$ cat src/shared/ccf_pkg.sv
// Package for the controller configuration register bank
package ccf_pkg;
    // Register byte addresses (chosen map)
    localparam logic [11:0] CONFIG_ADDR = 12'h014;
    localparam logic [11:0] CAPS_ADDR = 12'h000;
    localparam logic [11:0] STATUS_ADDR = 12'h01c;
    localparam logic [11:0] DERIVED_ADDR = 12'h020;
    // Configuration field positions
    localparam int RUN_POS = 0;
    localparam int RSVD_LO = 1;
    localparam int RSVD_HI = 3;
    localparam int CMDSET_LO = 4;
    localparam int CMDSET_HI = 6;
    localparam int PAGE_LO = 7;
    localparam int PAGE_HI = 10;
    localparam int ARB_LO = 11;
    localparam int ARB_HI = 13;
    // Reset values
    localparam logic [2:0] ARB_RESET = 3'h0;
    localparam logic [3:0] PAGE_RESET = 4'h0;
    localparam logic [2:0] CMDSET_RESET = 3'h0;
    localparam logic [4:0] PAGE_SHIFT_BASE = 5'h0c;
    // Arbitration and command set codes
    localparam logic [2:0] ARB_ROUND_ROBIN = 3'h0;
    localparam logic [2:0] ARB_WEIGHTED_URGENT = 3'h1;
    localparam logic [2:0] ARB_VENDOR = 3'h7;
    localparam logic [2:0] CMDSET_STORAGE = 3'h0;
    // Controller reset pulse length in cycles
    localparam int RESET_CYCLES = 4;
    typedef enum logic [2:0] {
        MODE_ROUND_ROBIN = 3'b001,
        MODE_WEIGHTED = 3'b010,
        MODE_OTHER = 3'b100
    } ccf_arb_mode_type;
endpackage : ccf_pkg

$ cat src/rtl/ccf_config_regs.sv
// Controller configuration register bank with APB slave
//
// Design decisions made here: the register addresses and the APB slave port.
`timescale 1ns/1ps
module ccf_config_regs #(
    parameter logic [3:0] MIN_PAGE = 4'h0,   // Smallest supported page code
    parameter logic [3:0] MAX_PAGE = 4'h0,   // Largest supported page code
    parameter logic [7:0] ARB_SUPPORT = 8'h03, // Supported arbitration codes, one bit each
    parameter logic [7:0] CMDSET_SUPPORT = 8'h01 // Supported command set codes
) (
    input wire logic clk_in,                  // 100 MHz clock
    input wire logic rst_n_in,                // Async reset, active low
    input wire logic psel_in,                 // APB select
    input wire logic penable_in,              // APB enable
    input wire logic pwrite_in,               // APB write
    input wire logic [11:0] paddr_in,         // APB byte address
    input wire logic [31:0] pwdata_in,        // APB write data
    output logic [31:0] prdata_out,           // APB read data
    output logic pready_out,                  // APB ready
    output logic pslverr_out,                 // APB error
    output logic run_out,                     // Command processing enabled
    output logic ctrl_reset_out,              // Controller reset pulse
    output logic [2:0] arb_mode_out,          // One-hot arbitration mode
    output logic [4:0] page_shift_out,        // Log2 of page list entry size
    output logic [2:0] command_set_out,       // Command set for all I/O queues
    output logic config_error_out             // Programmed value unsupported
);
    logic run_q;
    logic [2:0] arb_q;
    logic [3:0] page_q;
    logic [2:0] cmdset_q;
    logic [2:0] rst_cnt_q;
    logic ctrl_reset_q;
    logic [2:0] arb_mode_q;
    logic [4:0] page_shift_q;
    logic [2:0] cmdset_out_q;
    logic cfg_err_q;
    logic [31:0] prdata_q;
    logic pslverr_q;
    logic pready_q;

    function automatic logic code_supported(input logic [7:0] mask, input logic [2:0] code);
        code_supported = mask[code];
    endfunction : code_supported

    wire access = psel_in && penable_in;
    wire hit_cfg = paddr_in == ccf_pkg::CONFIG_ADDR;
    wire hit_caps = paddr_in == ccf_pkg::CAPS_ADDR;
    wire hit_stat = paddr_in == ccf_pkg::STATUS_ADDR;
    wire hit_der = paddr_in == ccf_pkg::DERIVED_ADDR;
    wire mapped = hit_cfg || hit_caps || hit_stat || hit_der;
    wire cfg_wr = access && pwrite_in && hit_cfg;
    wire new_run = pwdata_in[ccf_pkg::RUN_POS];
    // Fields are frozen while running; a write that also clears run is accepted as a disable
    wire fields_open = !run_q;
    wire run_fall = cfg_wr && run_q && !new_run;
    wire [2:0] wr_arb = pwdata_in[ccf_pkg::ARB_HI:ccf_pkg::ARB_LO];
    wire [3:0] wr_page = pwdata_in[ccf_pkg::PAGE_HI:ccf_pkg::PAGE_LO];
    wire [2:0] wr_cmdset = pwdata_in[ccf_pkg::CMDSET_HI:ccf_pkg::CMDSET_LO];
    // Reserved bits 3:1 are never stored and read zero
    wire [31:0] cfg_view = {18'h0, arb_q, page_q, cmdset_q, 3'h0, run_q};
    wire [31:0] caps_view = {8'h0, CMDSET_SUPPORT, ARB_SUPPORT, MAX_PAGE, MIN_PAGE};
    wire [31:0] stat_view = {30'h0, cfg_err_q, run_q && !ctrl_reset_q};
    wire [31:0] der_view = {24'h0, arb_mode_q, page_shift_q};
    wire [31:0] rd_mux = hit_cfg ? cfg_view : hit_caps ? caps_view :
        hit_stat ? stat_view : hit_der ? der_view : 32'h0;

    wire [2:0] arb_mode_d = (arb_q == ccf_pkg::ARB_ROUND_ROBIN) ? 3'(ccf_pkg::MODE_ROUND_ROBIN) :
        (arb_q == ccf_pkg::ARB_WEIGHTED_URGENT) ? 3'(ccf_pkg::MODE_WEIGHTED) :
        3'(ccf_pkg::MODE_OTHER);
    wire arb_bad = !code_supported(ARB_SUPPORT, arb_q) ||
        (arb_q != ccf_pkg::ARB_ROUND_ROBIN && arb_q != ccf_pkg::ARB_WEIGHTED_URGENT &&
         arb_q != ccf_pkg::ARB_VENDOR);
    wire page_bad = page_q < MIN_PAGE || page_q > MAX_PAGE;
    wire cmd_bad = cmdset_q != ccf_pkg::CMDSET_STORAGE ||
        !code_supported(CMDSET_SUPPORT, cmdset_q);
    wire [4:0] page_shift_d = ccf_pkg::PAGE_SHIFT_BASE + {1'b0, page_q};

    always_ff @(posedge clk_in or negedge rst_n_in) begin
        if (!rst_n_in) begin
            run_q <= 1'b0;
            arb_q <= ccf_pkg::ARB_RESET;
            page_q <= ccf_pkg::PAGE_RESET;
            cmdset_q <= ccf_pkg::CMDSET_RESET;
        end else if (run_fall) begin
            run_q <= 1'b0;
            arb_q <= ccf_pkg::ARB_RESET;
            page_q <= ccf_pkg::PAGE_RESET;
            cmdset_q <= ccf_pkg::CMDSET_RESET;
        end else if (cfg_wr) begin
            run_q <= new_run;
            if (fields_open) begin
                arb_q <= wr_arb;
                page_q <= wr_page;
                cmdset_q <= wr_cmdset;
            end
        end
    end

    // Controller reset held for a few cycles so downstream engines can flush queues
    always_ff @(posedge clk_in or negedge rst_n_in) begin
        if (!rst_n_in) begin
            rst_cnt_q <= 3'h0;
            ctrl_reset_q <= 1'b0;
        end else if (run_fall) begin
            rst_cnt_q <= 3'(ccf_pkg::RESET_CYCLES - 1);
            ctrl_reset_q <= 1'b1;
        end else if (rst_cnt_q != 3'h0) begin
            rst_cnt_q <= rst_cnt_q - 3'h1;
        end else begin
            ctrl_reset_q <= 1'b0;
        end
    end

    always_ff @(posedge clk_in or negedge rst_n_in) begin
        if (!rst_n_in) begin
            arb_mode_q <= 3'(ccf_pkg::MODE_ROUND_ROBIN);
            page_shift_q <= ccf_pkg::PAGE_SHIFT_BASE;
            cmdset_out_q <= ccf_pkg::CMDSET_RESET;
            cfg_err_q <= 1'b0;
        end else begin
            arb_mode_q <= arb_mode_d;
            page_shift_q <= page_shift_d;
            cmdset_out_q <= cmdset_q;
            // Flag only, checked against host obligations for debug visibility
            cfg_err_q <= arb_bad || page_bad || cmd_bad;
        end
    end

    always_ff @(posedge clk_in or negedge rst_n_in) begin
        if (!rst_n_in) begin
            prdata_q <= 32'h0;
            pslverr_q <= 1'b0;
            pready_q <= 1'b1;
        end else begin
            // Zero wait states: ready stays high, but comes from a flop like every output
            pready_q <= 1'b1;
            prdata_q <= (psel_in && !penable_in && !pwrite_in) ? rd_mux : 32'h0;
            pslverr_q <= psel_in && !penable_in && !mapped;
        end
    end

    assign prdata_out = prdata_q;
    assign pready_out = pready_q;
    assign pslverr_out = pslverr_q;
    assign run_out = run_q;
    assign ctrl_reset_out = ctrl_reset_q;
    assign arb_mode_out = arb_mode_q;
    assign page_shift_out = page_shift_q;
    assign command_set_out = cmdset_out_q;
    assign config_error_out = cfg_err_q;
endmodule : ccf_config_regs

$ cat config.mk
export PLATFORM = sky130hd
export DESIGN_NAME = ccf_config_regs
export DESIGN_NICKNAME = d
export VERILOG_FILES = /design/src/shared/ccf_pkg.sv /design/src/rtl/ccf_config_regs.sv
export SDC_FILE = /design/constraint.sdc
export NUM_CORES = 1
export LEC_CHECK = 0
export BUFFER_PORTS_ARGS = -buffer_cell sky130_fd_sc_hd__buf_2
export CORE_ASPECT_RATIO = 0.6
export CORE_MARGIN = 2
export CORE_UTILIZATION = 29
export CTS_BUF_LIST = sky130_fd_sc_hd__clkbuf_4 sky130_fd_sc_hd__clkbuf_8
export DETAILED_ROUTE_END_ITERATION = 10
export PLACE_DENSITY = 0.59
export SLEW_MARGIN = 0
export SYNTH_ARGS = -nofsm -noshare
export SYNTH_HDL_FRONTEND = slang
export SYNTH_SLANG_ARGS = --single-unit
$ cat constraint.sdc
create_clock -name clk_in -period 4.6 [get_ports clk_in]
set_clock_uncertainty 0.15 [all_clocks]
set_input_delay 0.46 -clock clk_in [delete_from_list [all_inputs] [get_ports clk_in]]
set_output_delay 0.46 -clock clk_in [all_outputs]
set_load 0.005 [all_outputs]
==> results.sh, run 1 <==
export IMPL_outcome="finished, final reports clean"
export IMPL_antenna_left=0
export IMPL_fmax_ghz=0.422
export IMPL_cp_max_fo=7
export IMPL_p_clk_frac=0.408
export IMPL_core_area_mm2=0.00617
export IMPL_area_growth_pct=22.6
export IMPL_grt_most_used_layer="met2"
export IMPL_cts_buffers=5
export IMPL_boundaryPins=97
export IMPL_synthMuxAreaShare=0.0114
export IMPL_worst_pin_slew_ns=0.917
export IMPL_leakagePower_nw=1.19
export IMPL_synth_top_family_by_area="simple AND/OR/NAND/NOR gates"
export IMPL_yosysWarnings=0
export IMPL_powerDensity_mw_per_mm2=372
export IMPL_fillers=628
export IMPL_die_height_um=66.1
export IMPL_synthXorXnorAreaFrac=0.00940
export IMPL_ys_ff_latch=43
export IMPL_syn_inst=157
export IMPL_vias=1324
export IMPL_use_met2=0.175
export IMPL_hold_viol_final=0
export IMPL_finalWirelength_um=4090
export IMPL_p_switching_w=0.000189
export IMPL_grt_pass1_vias=1272
export IMPL_remaining_drc_errors=0
export IMPL_drtPass1Iterations=4
export IMPL_clock_sinks=43
export IMPL_setup_tns_ns=0
export IMPL_placed_cell_area_mm2=0.00215
export IMPL_syn_avg_cell_area_um2=11.9
export IMPL_critPathArrivalTime_ns=2.40
export IMPL_synthAdderAreaFrac=0.0201
export IMPL_die_x_um=108
export IMPL_dpl_hpwl_um=3150
export IMPL_cts_tree="done"
export IMPL_htreeDepth=2
export IMPL_antenna_found_initial=0
export IMPL_layout_drive_gt1_share=0.356
export IMPL_combPwrFrac=0.119
export IMPL_num_antenna_cells=0
export IMPL_clock_latency_ns=0.29
export IMPL_endpoint="run_out"
export IMPL_synth_seq_area_share=0.579
export IMPL_syn_area_mm2=0.00186
export IMPL_place_ws_ns=1.92
export IMPL_yosys_area_share_simple=0.177
export IMPL_ir_drop_mv=0.212
export IMPL_slew_headroom=0.388
export IMPL_portBuffers=57
export IMPL_final_max_slew_viol_count=0
export IMPL_start_util=0.302
export IMPL_holdBufCountCts=0
export IMPL_netSwitchingFraction=0.222
export IMPL_rr_endpoint="config_error_out"
export IMPL_layout_setup_ws_ns=2.23
export IMPL_grt_overflow_total=0
export IMPL_rows=22
export IMPL_hp_class="in -> async"
export IMPL_finalSetupViolCount=0
export IMPL_grt_first_pass_wirelength_um=6420
export IMPL_final_core_util=0.371
export IMPL_cts_root_buffer="clkbuf_8"
export IMPL_design_area_mm2=0.00229
export IMPL_pwr_share_seq=0.473
export IMPL_crit_required_ns=4.63
export IMPL_reg2reg_depth=2
export IMPL_avgRoutedWirePerCell_um=13.6
export IMPL_r2r_start="page_q[0]"
export IMPL_start_kind="primary input"
export IMPL_post_cts_buffers=0
export IMPL_met3_usage=0.0443
export IMPL_min_period_ns=2.37
export IMPL_worstSetupEndpointType="flip-flop"
export IMPL_post_route_period_util=0.515
export IMPL_grt_use_met1=0.172
export IMPL_fin_nets=267
export IMPL_clockBufferDepth=2
export IMPL_critPathKind="in -> reg"
export IMPL_clk_pin_slew_worst_paths_ns=0.08
export IMPL_cts_resized_gates=0
export IMPL_maxCapViolations=0
export IMPL_synth_compound_area_frac=0.0926
export IMPL_grt_total_usage=0.121
export IMPL_place_congestion=0.773
export IMPL_grt_max_degree=44
export IMPL_ys_types=37
export IMPL_critPathLaunch="paddr_in[11]"
export IMPL_r2r_setup_slack_ns=2.99
export IMPL_drt_initial_drc_count=50
export IMPL_rsz0062_at_grt="false"
export IMPL_die_area_mm2=0.00711
export IMPL_internal_power_w=0.000661
export IMPL_via_per_inst=4.41
## how the worst min path moves through the flow
stage	startpoint	endpoint	slack [ns]	cells past startpoint
2_1_floorplan	rst_n_in	arb_mode_out[1]	0.01	0
3_3_place_gp	page_q[2]	page_shift_out[2]	0.28	1
3_5_place_dp	page_q[1]	page_shift_out[1]	0.29	0
4_1_cts	rst_n_in	prdata_out[1]	0.18	1
5_1_grt	rst_n_in	prdata_out[4]	0.23	1
6_report	rst_n_in	prdata_out[16]	0.15	1
## kinds of logic after synthesis
kind of cell / count (synthesis)
compound gates: 21
xor+xnor: 2
fa+ha+maj: 3
buf+inv: 31
flops: 43
mux: 2
other cells: 2
simple gates: 53
## worst max-delay path: stages
cell and delay, ns:
buf_2 0.10, or4_4 0.56, nor4_2 0.74, nand4_1 0.19, mux2_1 0.34
## power by group through the flow
stage	Sequential (W)	Combinational [W]	Clock [W]
6_report	0.000402	0.000101	0.000347
5_1_grt	0.000404	0.000117	0.000370
4_1_cts	0.000402	0.000104	0.000355
3_5_place_dp	0.000409	0.000104	0
3_3_place_gp	0.000409	0.0000990	0
2_1_floorplan	0.000408	0.0000802	0
## metal layers
metal | part of all wire | up-vias
met2 | 0.41 | 44
met5 | 0 | -
met3 | 0.069 | 6
met4 | 0.0088 | 0
li1 | - | 638
met1 | 0.51 | 636
## area by class of cell
type	instances	area, um2	area share
Clock buffer	6	76.3	0.0334
Clock inverter	2	60.1	0.0263
Inverter	9	33.8	0.0148
Multi-Input combinational cell	99	646	0.282
Sequential cell	43	1080	0.472
Tap cell	84	105	0.0460
Timing Repair Buffer	57	285	0.125
## flip-flops by register name, summed over array words and instances, names as in the netlist
register,flops
arb_mode_out,3
arb_q,3
cmdset_q,3
command_set_out,3
config_error_out,1
ctrl_reset_out,1
page_q,4
page_shift_out,5
prdata_out,15
pslverr_out,1
rst_cnt_q,3
run_out,1
## metrics by stage
step           power (W)  hold slack (ns)  instances
2_1_floorplan   0.000488           0.0144        173
5_1_grt         0.000890            0.226        300
3_5_place_dp    0.000513            0.288        292
3_3_place_gp    0.000508            0.283        292
6_report        0.000849            0.152        300
4_1_cts         0.000860            0.180        300
## synthesized netlist by cell type
master | instances | area (um2)
a211o_1 | 1 | 8.76
a211oi_1 | 2 | 15.0
a22o_1 | 10 | 87.6
a22oi_1 | 5 | 37.5
a32o_1 | 1 | 10.0
and2_1 | 2 | 12.5
and3_1 | 2 | 12.5
and4_1 | 1 | 8.76
buf_4 | 18 | 135
buf_6 | 2 | 22.5
clkbuf_1 | 2 | 7.51
conb_1 | 2 | 7.51
dfrtp_1 | 40 | 1000
dfstp_2 | 3 | 78.8
ha_1 | 3 | 37.5
inv_1 | 9 | 33.8
mux2_1 | 1 | 11.3
mux2i_1 | 1 | 10.0
nand2_1 | 6 | 22.5
nand2b_1 | 2 | 12.5
nand3_1 | 2 | 10.0
nand4_1 | 4 | 25.0
nor2_1 | 10 | 37.5
nor2b_4 | 1 | 13.8
nor3_1 | 4 | 20.0
nor3_4 | 1 | 16.3
nor3b_1 | 1 | 7.51
nor4_1 | 5 | 31.3
nor4_2 | 1 | 12.5
o21ai_0 | 1 | 5.00
o41ai_1 | 1 | 8.76
or2_2 | 2 | 12.5
or3_1 | 3 | 18.8
or3b_2 | 2 | 17.5
or4_1 | 2 | 15.0
or4_4 | 2 | 22.5
xnor2_1 | 2 | 17.5
## cell usage in the layout (no fill, tap or decap), drive strengths merged
cell / n
inv: 9
dfrtp: 40
and3: 2
or4: 4
mux2i: 1
nand4: 4
bufinv: 2
nor2b: 1
dfstp: 3
mux2: 1
nor4: 6
clkbuf: 6
and4: 1
nand3: 2
or3b: 2
o41ai: 1
a22o: 10
conb: 18
nor2: 10
or2: 2
buf: 57
nor3: 5
ha: 3
a211oi: 2
and2: 2
nand2: 6
a32o: 1
xnor2: 2
nand2b: 2
a211o: 1
a22oi: 5
nor3b: 1
o21ai: 1
or3: 3
No activity file was read; power rests on OpenSTA's default activity.
==> run 2: changes to the inputs <==
--- a/config.mk
+++ b/config.mk
@@ -5,6 +5,7 @@
 export SDC_FILE = /design/constraint.sdc
 export NUM_CORES = 1
 export LEC_CHECK = 0
+export ABC_AREA = 1
 export BUFFER_PORTS_ARGS = -buffer_cell sky130_fd_sc_hd__buf_2
 export CORE_ASPECT_RATIO = 0.6
 export CORE_MARGIN = 2
==> constraint.sdc (replaced) <==
create_clock -name clk_in -period 2.35 [get_ports clk_in]
set_clock_uncertainty 0.15 [all_clocks]
set_input_delay 0.235 -clock clk_in [delete_from_list [all_inputs] [get_ports clk_in]]
set_output_delay 0.235 -clock clk_in [all_outputs]
set_load 0.005 [all_outputs]
==> run 2 against run 1 <==
Via count up 11%. Routed wire length up 3.3%. Core utilization up 2.3 points. Highest routed layer unchanged. Die area up 2.6%. Largest power group unchanged. Hold slack worse by 0.11 ns. Critical endpoint is now page_q[3]. Clock-buffer cell count down 1. Largest cell class unchanged. Non-clock buffer count up 12. First-iteration DRC count up 14%. Synthesized cell count up 37%.
==> results.sh, run 2 <==
export IMPL_synth_commonest_cells="64 x nand2_1, 40 x dfrtp_1, 25 x inv_1, 23 x nor2_1, 18 x buf_4"
export IMPL_ir_drop_mv=0.232
export IMPL_drtPass1Iterations=4
export IMPL_post_cts_buffers=0
export IMPL_place_congestion=0.770
export IMPL_dpl_hpwl_um=3220
export IMPL_ys_ff_latch=43
export IMPL_worstHoldStart="pwdata_in[0]"
export IMPL_multiInputGateArea_um2=666
export IMPL_largest_register_ffs=15
export IMPL_layout_drive_gt1_share=0.269
export IMPL_rsz0062_at_grt="false"
export IMPL_clockBufferDepth=2
export IMPL_worstSetupEndpointType="flip-flop"
export IMPL_rows=22
export IMPL_layout_common_cells="64 x nand2_1, 57 x buf_2, 40 x dfrtp_1, 25 x inv_1, 23 x nor2_1"
export IMPL_cp_max_fo=10
export IMPL_via_per_inst=3.92
export IMPL_fillers=665
export IMPL_avgRoutedWirePerCell_um=11.3
export IMPL_cts_buffers=5
export IMPL_post_route_period_util=0.573
export IMPL_syn_inst=215
export IMPL_grt_total_usage=0.128
export IMPL_area_growth_pct=28.5
export IMPL_r2r_start="run_out"
export IMPL_synth_most_common_cell="nand2_1"
export IMPL_hp_class="in -> reg"
export IMPL_clock_sinks=43
export IMPL_max_stage_delay_ns=0.46
export IMPL_grt_pass1_vias=1445
export IMPL_path_buf_inv=1
export IMPL_finalWirelength_um=4230
export IMPL_critPathArrivalTime_ns=1.44
export IMPL_outcome="finished, final reports clean"
export IMPL_fin_nets=341
export IMPL_path_cells="inv_1 -> o21ai_2 -> nand2_1 -> nand2_1"
export IMPL_min_to="run_out"
export IMPL_synth_area_leaders="dfrtp_1 52%, nand2_1 13%, buf_4 7.1%"
export IMPL_final_core_util=0.394
export IMPL_grt_overflow_total=0
export IMPL_cts_tree="done"
export IMPL_start_kind="flip-flop"
export IMPL_htreeDepth=2
export IMPL_num_antenna_cells=0
export IMPL_worst_pin_slew_ns=0.531
export IMPL_crit_required_ns=2.44
export IMPL_place_inst=355
export IMPL_die_area_mm2=0.00729
export IMPL_boundaryPins=97
export IMPL_fin_cells=374
export IMPL_powerDensity_mw_per_mm2=637
export IMPL_leakagePower_nw=1.41
export IMPL_die_x_um=109
export IMPL_yosysWarnings=0
export IMPL_grt_first_pass_wirelength_um=6920
export IMPL_start_util=0.306
export IMPL_clock_latency_ns=0.30
export IMPL_vias=1467
export IMPL_die_height_um=66.9
export IMPL_maxCapViolations=0
export IMPL_hold_viol_final=0
export IMPL_cts_root_buffer="clkbuf_8"
export IMPL_remaining_drc_errors=0
export IMPL_yosysTopAreaCellShare=0.523
export IMPL_grt_max_degree=44
export IMPL_finalSetupViolCount=0
export IMPL_syn_avg_cell_area_um2=8.90
export IMPL_critPathKind="reg -> reg"
export IMPL_slew_headroom=0.646
export IMPL_hold_depth=3
export IMPL_rr_endpoint="page_q[3]"
export IMPL_cpMostUsedCell="nand2_1"
export IMPL_synth_top_area_cell="dfrtp_1"
export IMPL_setup_tns_ns=0
export IMPL_antenna_found_initial=0
export IMPL_regArea_mm2=0.00108
export IMPL_synth_edf_count=0
export IMPL_core_area_mm2=0.00625
export IMPL_synth_async_reset_ratio=1.00
export IMPL_slowest_stage="dfrtp_1"
export IMPL_reg2reg_depth=4
export IMPL_syn_area_mm2=0.00191
export IMPL_final_common_cell="nand2_1"
export IMPL_synth_seq_area_share=0.564
export IMPL_final_max_slew_viol_count=0
export IMPL_portBuffers=57
export IMPL_antenna_left=0
export IMPL_whs_ns=0.0434
export IMPL_path_delay_family="flip-flops"
export IMPL_ys_types=24
export IMPL_clk_pin_slew_worst_paths_ns=0.08
export IMPL_r2r_setup_slack_ns=1.00
export IMPL_cts_resized_gates=0
export IMPL_min_period_ns=1.35
export IMPL_drt_initial_drc_count=57
export IMPL_fmax_ghz=0.742
export IMPL_synth_flop_cell="dfrtp_1"
## run 2: changes by cell type in the layout (fill, tap and decap cells not counted), moves of 3 or more
cell | before | now
nand2_1 | 6 | 64
inv_1 | 9 | 25
nor2_1 | 10 | 23
dlygate4sd3_1 | 0 | 11
a22o_1 | 10 | 0
a21oi_1 | 0 | 7
nand3_1 | 2 | 8
a22oi_1 | 5 | 0
nand4_1 | 4 | 0
nor2_2 | 0 | 3
nor4_1 | 5 | 2
or3_1 | 3 | 0
## run 2: layer usage
layer  GRT usage  up-vias  wire [um]
met1       0.178      656       2140
met5           0        -          0
met4      0.0337        0         35
met2       0.193       39       1810
met3      0.0372        5        240
li1            -      767          -
## run 2: timing repair
item / CTS / global route
setup endpoints to repair: 0 / 0
hold buffers: 11 / 0
endpoints found under the hold margin: 50 / 0
## run 2: worst max path at each step
stage	slack, ns	startpoint	depth (start not counted)	end
floorplan	1.06	paddr_in[9]	7	arb_q[0]
global placement	0.70	penable_in	6	prdata_out[3]
detailed placement	0.69	penable_in	6	prdata_out[3]
CTS	0.98	run_out	4	page_q[3]
global route	0.84	run_out	4	arb_q[2]
finish	1.00	run_out	4	page_q[3]
## run 2: area by class of cell
cell class                      count  share of cell area
Inverter                           25              0.0381
Clock buffer                        5              0.0280
Multi-Input combinational cell    145               0.271
Tap cell                           84              0.0427
Clock inverter                      3              0.0178
Timing Repair Buffer               69               0.164
Sequential cell                    43               0.439
## run 2: logic make-up (layout without fill, tap and decap cells)
family	after synthesis	count (layout)	share of synthesized area
xor+xnor	1	1	0.00458
buf+inv	43	102	0.120
fa+ha+maj	3	3	0.0196
simple gates	112	112	0.256
compound gates	11	11	0.0320
flops	43	43	0.564
other cells	2	18	0.00392
## run 2: worst register-to-register path: stages (launching register included)
cell and delay [ns]:
dfrtp_1 0.46, inv_1 0.12, o21ai_2 0.38, nand2_1 0.10
nand2_1 0.08
## run 2: through the flow
| step | cell area, um2 | power (W) | worst slack, ns |
|---|---|---|---|
| global placement | 2240 | 0.000984 | 0.699 |
| floorplan | 1970 | 0.000948 | 1.06 |
| global route | 2460 | 0.00166 | 0.837 |
| CTS | 2460 | 0.00159 | 0.984 |
| detailed placement | 2240 | 0.000997 | 0.693 |
| finish | 2460 | 0.00157 | 1.00 |
## run 2: where the power goes
group	internal [W]	switching [W]
Combinational	0.0000896	0.000120
Clock	0.000316	0.000260
Sequential	0.000769	0.0000124
